<file path="src/common/relay_card_defines.svh">
/*
 * Timing and size constants for the relay card backplane serial block.
 * Assumes a 250 MHz system clock; included by its bare name.
 */
`ifndef RELAY_CARD_DEFINES_SVH
`define RELAY_CARD_DEFINES_SVH
// System clock period in ps
`define CLK_PERIOD_PS 4000
// Relay frame length in bits and bytes
`define FRAME_BITS 40
`define FRAME_BYTES 5
// Serial half period in ns and in cycles
`define HALF_NS 40
`define HALF_CYC ((`HALF_NS * 1000) / `CLK_PERIOD_PS)
// Safeguard delay in ms; unused, the first strobe clears the safeguard
`define GUARD_MS 200
`define GUARD_CYC (`GUARD_MS * (1000000000 / `CLK_PERIOD_PS))
// ID bytes per power-up read and ID start address
`define ID_BYTES 8
`define ID_ADDR 8'h00
`endif

</file>
<file path="src/common/relay_card_pkg.sv">
/*
 * Types for the relay card backplane serial block.
 * Assumes nothing beyond the defines header.
 */
package relay_card_pkg;
    // Sequencer states, Gray-coded along the shift path
    typedef enum logic [3:0] {
        ST_IDLE = 4'h0,
        ST_LOW = 4'h1,
        ST_HIGH = 4'h3,
        ST_STROBE = 4'h2,
        ST_STRB_LO = 4'h6,
        ST_ID_START = 4'h7,
        ST_ID_LOW = 4'h5,
        ST_ID_HIGH = 4'h4,
        ST_ID_STOP = 4'hc,
        ST_ID_DONE = 4'hd
    } seq_state_e;
endpackage

</file>
<file path="src/verilog/relay_card_backplane_serial.sv">
/*
 * Backplane serial engine: relay shift/strobe, card read, ID read,
 * power-on safeguard. Assumes one 250 MHz clock and card-side pins
 * outside the clock domain (synchronised here).
 */
// Operation
// - Route shared serial lines to selected slot
// - Shift five loaded bytes over forty clocks
// - Pulse strobe after forty bits shifted
// - First write drives output enable low
// - Read starts with strobe pulse
// - Assert read and select, forty clocks in
// - Hold enable low from first read strobe
// - Twelve sink lines plus eight serial
// - Relay, ID, I/O buses; forty lines
// - Read ID data at power-up
// - Start: data low while clock high
// - Send address, card acknowledges, returns data
// - Acknowledge bytes; card returns sequential data
// - Stop: data rises while clock high
// - Reset sets safeguard, drivers disabled
// - Safeguard stays high after reset release
// - First valid strobe clears safeguard
// - Safeguard stays low until reset
`timescale 1ns/100ps
`include "relay_card_defines.svh"
module relay_card_backplane_serial (
    input wire logic sys_clk,
    input wire logic rst_n,
    input wire logic wr_req,
    input wire logic rd_req,
    input wire logic req_slot,
    input wire logic [39:0] wr_data,
    input wire logic [11:0] sink_in,
    input wire logic id_serial_data_in,
    input wire logic io_data_in,
    output logic busy,
    output logic [39:0] rd_data,
    output logic rd_valid,
    output logic [7:0] id_byte,
    output logic id_valid,
    output logic id_done,
    output logic slot_select,
    output logic slot_select_n,
    output logic [1:0] relay_clock,
    output logic [1:0] relay_data,
    output logic [1:0] strobe,
    output logic [1:0] id_serial_clock,
    output logic [1:0] id_serial_data_out,
    output logic [1:0] id_serial_data_oe,
    output logic [1:0] card_select,
    output logic read_write_n,
    output logic enable_n,
    output logic safeguard_q,
    output logic [11:0] sink_drive_n
);
    localparam int HALF = `HALF_CYC; // Cycles per serial half period
    localparam int IDB = `ID_BYTES * 9 + 9; // Address byte plus reads
    relay_card_pkg::seq_state_e st_q; // Sequencer state
    logic [15:0] tick_q; // Half-period timer
    logic [6:0] bit_q; // Bit counter
    logic [39:0] sh_q; // Shift register
    logic rd_mode_q; // Transfer is a card read
    logic [8:0] id_sh_q; // ID byte plus ack slot
    logic [3:0] id_cnt_q; // ID bytes taken
    logic [1:0] id_sync_q; // ID data synchroniser
    logic [1:0] io_sync_q; // I/O data synchroniser
    logic sdo_q; // Serial data level
    logic sck_q; // Serial clock level
    logic stb_q; // Strobe level
    logic idd_q; // ID data drive low when 0
    logic idc_q; // ID clock level
    logic cs_q; // Read select level
    logic half; // Half period elapsed

    // Slot steering of one level onto the pair of slot pins
    function automatic logic [1:0] steer(input logic s, input logic v);
        steer = s ? {v, 1'b0} : {1'b0, v};
    endfunction
    assign half = (tick_q == 16'(HALF - 1));
    // Synchronise card returns before use
    always_ff @(posedge sys_clk or negedge rst_n) begin
        if (!rst_n) begin
            id_sync_q <= 2'h3;
            io_sync_q <= 2'h0;
        end else begin
            id_sync_q <= {id_sync_q[0], id_serial_data_in};
            io_sync_q <= {io_sync_q[0], io_data_in};
        end
    end
    // Half-period timer, runs while not idle
    always_ff @(posedge sys_clk or negedge rst_n) begin
        if (!rst_n) begin
            tick_q <= 16'h0;
        end else if (st_q == relay_card_pkg::ST_IDLE || half) begin
            tick_q <= 16'h0;
        end else begin
            tick_q <= tick_q + 16'h1;
        end
    end
    // Slot latched at request in idle, steady until the next request
    always_ff @(posedge sys_clk or negedge rst_n) begin
        if (!rst_n) begin
            slot_select <= 1'b0;
            slot_select_n <= 1'b1;
        end else if (st_q == relay_card_pkg::ST_IDLE && (wr_req || rd_req)) begin
            slot_select <= req_slot;
            slot_select_n <= ~req_slot;
        end
    end
    // Main sequencer: relay write, card read, ID read
    always_ff @(posedge sys_clk or negedge rst_n) begin
        if (!rst_n) begin
            st_q <= relay_card_pkg::ST_ID_START;
            bit_q <= 7'h0;
            sh_q <= 40'h0;
            rd_mode_q <= 1'b0;
            sdo_q <= 1'b0;
            sck_q <= 1'b0;
            stb_q <= 1'b0;
            cs_q <= 1'b0;
            idd_q <= 1'b1;
            idc_q <= 1'b1;
            id_sh_q <= 9'h0;
            id_cnt_q <= 4'h0;
        end else begin
            unique case (st_q)
                relay_card_pkg::ST_IDLE: begin
                    bit_q <= 7'h0;
                    if (wr_req) begin
                        sh_q <= wr_data;
                        rd_mode_q <= 1'b0;
                        st_q <= relay_card_pkg::ST_LOW;
                    end else if (rd_req) begin
                        rd_mode_q <= 1'b1;
                        st_q <= relay_card_pkg::ST_STROBE;
                    end
                end
                relay_card_pkg::ST_LOW: begin
                    sck_q <= 1'b0;
                    sdo_q <= sh_q[39];
                    if (half) begin
                        st_q <= relay_card_pkg::ST_HIGH;
                    end
                end
                relay_card_pkg::ST_HIGH: begin
                    sck_q <= 1'b1;
                    if (half) begin
                        sh_q <= {sh_q[38:0], io_sync_q[1]};
                        bit_q <= bit_q + 7'h1;
                        if (bit_q == 7'(`FRAME_BITS - 1)) begin
                            sck_q <= 1'b0;
                            cs_q <= 1'b0;
                            st_q <= rd_mode_q ? relay_card_pkg::ST_IDLE
                                : relay_card_pkg::ST_STROBE;
                        end else begin
                            st_q <= relay_card_pkg::ST_LOW;
                        end
                    end
                end
                relay_card_pkg::ST_STROBE: begin
                    stb_q <= 1'b1;
                    if (half) begin
                        st_q <= relay_card_pkg::ST_STRB_LO;
                    end
                end
                relay_card_pkg::ST_STRB_LO: begin
                    stb_q <= 1'b0;
                    if (half) begin
                        cs_q <= rd_mode_q;
                        st_q <= rd_mode_q ? relay_card_pkg::ST_LOW
                            : relay_card_pkg::ST_IDLE;
                    end
                end
                relay_card_pkg::ST_ID_START: begin
                    idd_q <= 1'b0;
                    idc_q <= 1'b1;
                    id_sh_q <= {`ID_ADDR, 1'b1};
                    if (half) begin
                        st_q <= relay_card_pkg::ST_ID_LOW;
                    end
                end
                relay_card_pkg::ST_ID_LOW: begin
                    idc_q <= 1'b0;
                    // Address, then acks; data moves after clock falls
                    if (tick_q != 16'h0 && bit_q < 7'h9) begin
                        idd_q <= id_sh_q[8];
                    end else if (tick_q != 16'h0) begin
                        idd_q <= (bit_q % 7'h9 == 7'h8 &&
                            id_cnt_q != 4'(`ID_BYTES - 1)) ? 1'b0 : 1'b1;
                    end
                    if (half) begin
                        st_q <= relay_card_pkg::ST_ID_HIGH;
                    end
                end
                relay_card_pkg::ST_ID_HIGH: begin
                    idc_q <= 1'b1;
                    if (half) begin
                        id_sh_q <= {id_sh_q[7:0], id_sync_q[1]};
                        bit_q <= bit_q + 7'h1;
                        if (bit_q >= 7'h9 && bit_q % 7'h9 == 7'h8) begin
                            id_cnt_q <= id_cnt_q + 4'h1;
                        end
                        if (bit_q == 7'(IDB - 1)) begin
                            st_q <= relay_card_pkg::ST_ID_STOP;
                        end else begin
                            st_q <= relay_card_pkg::ST_ID_LOW;
                        end
                    end
                end
                relay_card_pkg::ST_ID_STOP: begin
                    idc_q <= 1'b0;
                    if (half) begin
                        idd_q <= 1'b0; // Low before the clock rises
                        st_q <= relay_card_pkg::ST_ID_DONE;
                    end
                end
                relay_card_pkg::ST_ID_DONE: begin
                    idc_q <= 1'b1;
                    if (half) begin
                        idd_q <= 1'b1;
                        bit_q <= 7'h0;
                        st_q <= relay_card_pkg::ST_IDLE;
                    end
                end
                default: begin
                    st_q <= relay_card_pkg::ST_IDLE;
                end
            endcase
        end
    end
    // Registered pin drive; relay, strobe and select lines steered to the chosen slot
    always_ff @(posedge sys_clk or negedge rst_n) begin
        if (!rst_n) begin
            relay_clock <= 2'h0;
            relay_data <= 2'h0;
            strobe <= 2'h0;
            card_select <= 2'h0;
            read_write_n <= 1'b1;
            id_serial_clock <= 2'h3;
            id_serial_data_out <= 2'h0;
            id_serial_data_oe <= 2'h0;
            busy <= 1'b1;
        end else begin
            relay_clock <= steer(slot_select, sck_q);
            relay_data <= steer(slot_select, sdo_q);
            strobe <= steer(slot_select, stb_q);
            card_select <= steer(slot_select, cs_q);
            read_write_n <= ~cs_q;
            // Both slots read ID together; open drain pulls low
            id_serial_clock <= {idc_q, idc_q};
            id_serial_data_out <= 2'h0;
            id_serial_data_oe <= {~idd_q, ~idd_q};
            busy <= st_q != relay_card_pkg::ST_IDLE;
        end
    end
    // Captured results for the processor side
    always_ff @(posedge sys_clk or negedge rst_n) begin
        if (!rst_n) begin
            rd_data <= 40'h0;
            rd_valid <= 1'b0;
            id_byte <= 8'h0;
            id_valid <= 1'b0;
            id_done <= 1'b0;
        end else begin
            rd_valid <= 1'b0;
            id_valid <= 1'b0;
            if (st_q == relay_card_pkg::ST_HIGH && half && rd_mode_q &&
                bit_q == 7'(`FRAME_BITS - 1)) begin
                rd_data <= {sh_q[38:0], io_sync_q[1]};
                rd_valid <= 1'b1;
            end
            if (st_q == relay_card_pkg::ST_ID_HIGH && half && bit_q > 7'h9 &&
                bit_q % 7'h9 == 7'h7) begin
                id_byte <= {id_sh_q[6:0], id_sync_q[1]};
                id_valid <= 1'b1;
            end
            if (st_q == relay_card_pkg::ST_ID_DONE && half) begin
                id_done <= 1'b1;
            end
        end
    end
    // Safeguard set by reset, cleared by first strobe
    always_ff @(posedge sys_clk or negedge rst_n) begin
        if (!rst_n) begin
            safeguard_q <= 1'b1;
            enable_n <= 1'b1;
        end else if (st_q == relay_card_pkg::ST_STRB_LO && half) begin
            safeguard_q <= 1'b0;
            enable_n <= 1'b0;
        end
    end
    // Direct sink lines, low energizes, gated by safeguard
    always_ff @(posedge sys_clk or negedge rst_n) begin
        if (!rst_n) begin
            sink_drive_n <= 12'hfff;
        end else begin
            sink_drive_n <= safeguard_q ? 12'hfff : ~sink_in;
        end
    end
endmodule

</file>
<file path="config.mk">
export PLATFORM = sky130hd
export DESIGN_NAME = relay_card_backplane_serial
export DESIGN_NICKNAME = d
export VERILOG_FILES = /design/src/common/relay_card_pkg.sv /design/src/verilog/relay_card_backplane_serial.sv
export VERILOG_INCLUDE_DIRS = /design/src /design/src/common
export SDC_FILE = /design/constraint.sdc
export NUM_CORES = 1
export LEC_CHECK = 0
export ABC_AREA = 1
export BUFFER_PORTS_ARGS = -buffer_cell sky130_fd_sc_hd__buf_2
export CAP_MARGIN = 30
export CORE_MARGIN = 1.5
export CORE_UTILIZATION = 55
export DETAILED_ROUTE_END_ITERATION = 10
export PLACE_DENSITY = 0.86
export SETUP_SLACK_MARGIN = 0.4
export SLEW_MARGIN = 25
export SYNTH_ARGS = -nofsm -noshare
export SYNTH_HDL_FRONTEND = slang
export SYNTH_SLANG_ARGS = --single-unit
</file>
<file path="constraint.sdc">
create_clock -name sys_clk -period 3.8 [get_ports sys_clk]
set_input_delay 0.57 -clock sys_clk [delete_from_list [all_inputs] [get_ports sys_clk]]
set_output_delay 0.57 -clock sys_clk [all_outputs]
set_load 0.005 [all_outputs]
</file>
==> flow_summary.json <==
{
  "status": "finished, final reports clean",
  "viasPerCell": 5.39,
  "ys_top_cells_by_area": "dfrtp_1, nand2_1, dfstp_2",
  "max_stage_delay_ns": 0.45,
  "die-area_sq_um": 15100,
  "ys.flop_type": "dfrtp_1",
  "chipHeight_um": 123,
  "crit_slowest_cell": "o21ai_1",
  "cts_tree": "built",
  "p_leak_nw": 4.87,
  "core_sq_um": 13900,
  "fin_hold_ws_ns": 0.230,
  "syn_inst": 897,
  "grt_pass1_wl_um": 28700,
  "portBuffers": 139,
  "htree_levels": 4,
  "synth.top_cells.by_count": "nand2_1, dfrtp_1, inv_1",
  "first_pass_iters": 7,
  "wire_per_inst_um": 14.8,
  "drt_iter0_markers": 536,
  "synth_top_cell_area_share_pct": 46.0,
  "synth_compound_area_share_pct": 15.2,
  "critPathBufInv": 5,
  "synth_edf_count": 0,
  "start_util_pct": 56.6,
  "synthAdderAreaFrac_pct": 2.06,
  "cp.required_ns": 4.12,
  "io_pins": 142,
  "startpoint_type": "flip-flop",
  "fp.dieW_um": 123,
  "crit_family": "simple AND/OR/NAND/NOR gates",
  "finClkSkew_ns": 0.00916,
  "cap_violations": 0,
  "grt_antenna_before_repair": 1,
  "ys_types": 51,
  "maxSlewHeadroom_pct": 43.9,
  "intPower_mw": 3.81,
  "setup_tns_ns": 0,
  "arrival_ns": 3.78,
  "rows": 43,
  "rsz0062_at_grt": "false",
  "holdCritPathClass": "in2async",
  "finalCritPeriodShare_pct": 91.0,
  "drc_errors": 0,
  "fillers": 1049,
  "period_minus_slack_ns": 3.46,
  "yosysMostFrequentCell": "nand2_1",
  "path_cells": "inv_4 > ha_4 > nand2_2 > inv_2 > nor2_2 > nand2_2 > buf_4 > xnor2_2 > nand2_1 > nand2_2 > clkinv_4 > o21ai_1 > nand3_2 > nor2_2 > nand2_2 > buf_4 > nand3_2 > nand2_2 > a211oi_4 > nand2_4 > nand2_1 > o21ai_2",
  "area_growth_pct": 23.4,
  "syn_area_sq_um": 7890,
  "nets": 1118,
  "worst-setup-path-type": "reg2reg",
  "clock_latency_ns": 0.43,
  "synth_xor_area_share_pct": 0.618,
  "yosysWarnings": 0,
  "grt_use_total_pct": 24.4,
  "synth_top_family_by_area": "simple AND/OR/NAND/NOR gates",
  "clk_pin_slew_worst_paths_ns": 0.06,
  "ys_seq_area_share_pct": 54.0,
  "synthSimpleGateAreaFrac_pct": 19.6,
  "synthMuxAreaShare_pct": 0,
  "clk_path_buf_depth": 2,
  "holdBufCountCts": 0,
  "p_per_area_nw_per_um2": 597,
  "setup_violations": 0,
  "vdd_ir_drop_max_v": 0.000410,
  "p_comb_share_pct": 30.0,
  "cts_root_buffer": "clkbuf_16",
  "grt_overflow": 0,
  "synth.avg_cell_area_sq_um": 8.80,
  "p_clk_share_pct": 29.0,
  "drive_above_1_share_pct": 28.3,
  "hold_viol": 0,
  "ys_seq_elements": 169,
  "synth.largest_area_cell": "dfrtp_1",
  "grt_max_degree": 95,
  "worstMarginPinSlew_ns": 0.842,
  "diodes": 0,
  "cp_common_cell": "nand2_2",
  "end_kind": "flip-flop",
  "synth-async-reset-ratio_pct": 100,
  "cp_max_fo": 8,
  "hpwl_um": 11800,
  "via_count": 6675,
  "gp_congestion": 0.891,
  "drtAntennaViolNets": 0,
  "fmax_mhz": 289,
  "sequentialPowerShare_pct": 41.0,
  "switching_share_pct": 34.4,
  "drt_wl_total_um": 18300,
  "slew_viol_final": 0,
  "numCtsBuffers": 17,
  "grt_pass1_vias": 6169,
  "clock-sinks": 169,
  "p_sw_mw": 2.00
}
-- path summary, 6_finish.rpt --
path                                              from                      endpoint  slack (ns)  depth (start not counted)
worst max-delay path              bit_q[3]$_DFFE_PN0P_        id_byte[5]$_DFFE_PN0P_        0.34                         22
worst min-delay path                             rst_n       rd_data[12]$_DFFE_PN0P_        0.23                          1
worst max register to register    bit_q[3]$_DFFE_PN0P_        id_byte[5]$_DFFE_PN0P_        0.34                         22
worst min register to register  io_sync_q[0]$_DFF_PN0_        io_sync_q[1]$_DFF_PN0_        0.35                          0
max in group asynchronous                        rst_n  id_serial_clock[0]$_DFF_PN1_        2.75                          2
min in group sys_clk                 id_serial_data_in        id_sync_q[0]$_DFF_PN1_        0.24                          1
-- area by class of cell --
class / instances / area (sq um) / share of cell area, %
clock inverters: 6 / 90.1 / 0.925
inverters: 136 / 518 / 5.32
well taps: 180 / 225 / 2.31
repair buffers: 164 / 918 / 9.43
clock buffers: 26 / 489 / 5.02
flip-flops and latches: 169 / 4260 / 43.7
multi-input cells: 558 / 3240 / 33.2
-- cells by family (layout without fill, tap and decap cells) --
| kind of cell | count (synthesis) | count (layout) |
|---|---|---|
| other | 1 | 2 |
| XOR/XNOR | 4 | 4 |
| AND/OR/NAND/NOR | 340 | 341 |
| buffers and inverters | 172 | 332 |
| flip-flops | 169 | 169 |
| AO/OA/AOI/OAI | 198 | 198 |
| adder cells (fa/ha/maj) | 13 | 13 |
-- placed cells by master (no fill, tap or decap), types with 3 or more instances in the layout --
master,Yosys,routed
buf_2,0,138
nor2_1,59,56
nand3_2,3,8
nand2_1,181,158
clkinv_4,1,3
clkbuf_8,0,3
o21ai_0,103,102
nand3_1,33,26
inv_2,4,9
nor3_1,17,17
o211ai_1,41,41
nand2_4,4,9
nand2_2,10,27
nor4_1,6,5
ha_1,13,11
buf_4,5,22
nand4_1,15,15
a21oi_1,25,24
a31oi_1,3,3
clkbuf_1,30,6
dfstp_2,24,24
nor3b_1,7,7
inv_1,130,124
clkbuf_16,0,17
dfrtp_1,145,144
o21ai_2,7,8
nand3_4,1,3
-- registers in the layout, summed over array words and instances, names as in the netlist, 2 cells and up --
name / flops
card_select: 2
bit_q: 7
io_sync_q: 2
st_q: 4
relay_data: 2
sink_drive_n: 12
tick_q: 16
sh_q: 40
id_byte: 8
id_sh_q: 9
strobe: 2
rd_data: 40
relay_clock: 2
id_sync_q: 2
id_cnt_q: 4
-- metal layers --
metal  up-vias  share of wire (%)  GRT usage [%]
met5         -                  0              0
met4         0                2.0           8.87
met3        30                6.3           7.76
met2       204                 52           40.8
met1      3208                 40           29.7
li1       3233                  -              -
-- through the flow --
| stage | util, % | std cells | area [sq um] | setup WS (ns) | total power [mW] |
|---|---|---|---|---|---|
| floorplan | - | 898 | 7900 | 0.682 | 3.55 |
| global placement | 62.8 | 1187 | 8760 | 0.429 | 3.97 |
| detailed placement | 62.8 | 1187 | 8760 | 0.294 | 4.03 |
| CTS | 67.5 | 1222 | 9400 | 0.426 | 5.77 |
| global route | 69.9 | 1239 | 9740 | 0.253 | 6.21 |
| finish | 69.9 | 1239 | 9740 | 0.343 | 5.82 |
-- repair_timing --
action / in CTS / in global routing
setup endpoints to repair: 12 / 15
setup buffers: 2 / 17
resized for setup: 9 / 54
gates cloned: 1 / 0
pin swaps: 3 / 24
-- power by group through the flow --
stage | sequential (mW) | combinational, mW | clock [mW]
2_1_floorplan | 2.36 | 1.18 | 0
3_3_place_gp | 2.39 | 1.58 | 0
3_5_place_dp | 2.41 | 1.62 | 0
4_1_cts | 2.38 | 1.67 | 1.72
5_1_grt | 2.42 | 1.99 | 1.79
6_report | 2.38 | 1.75 | 1.69
Note: power is estimated with default switching activity, not from simulation.
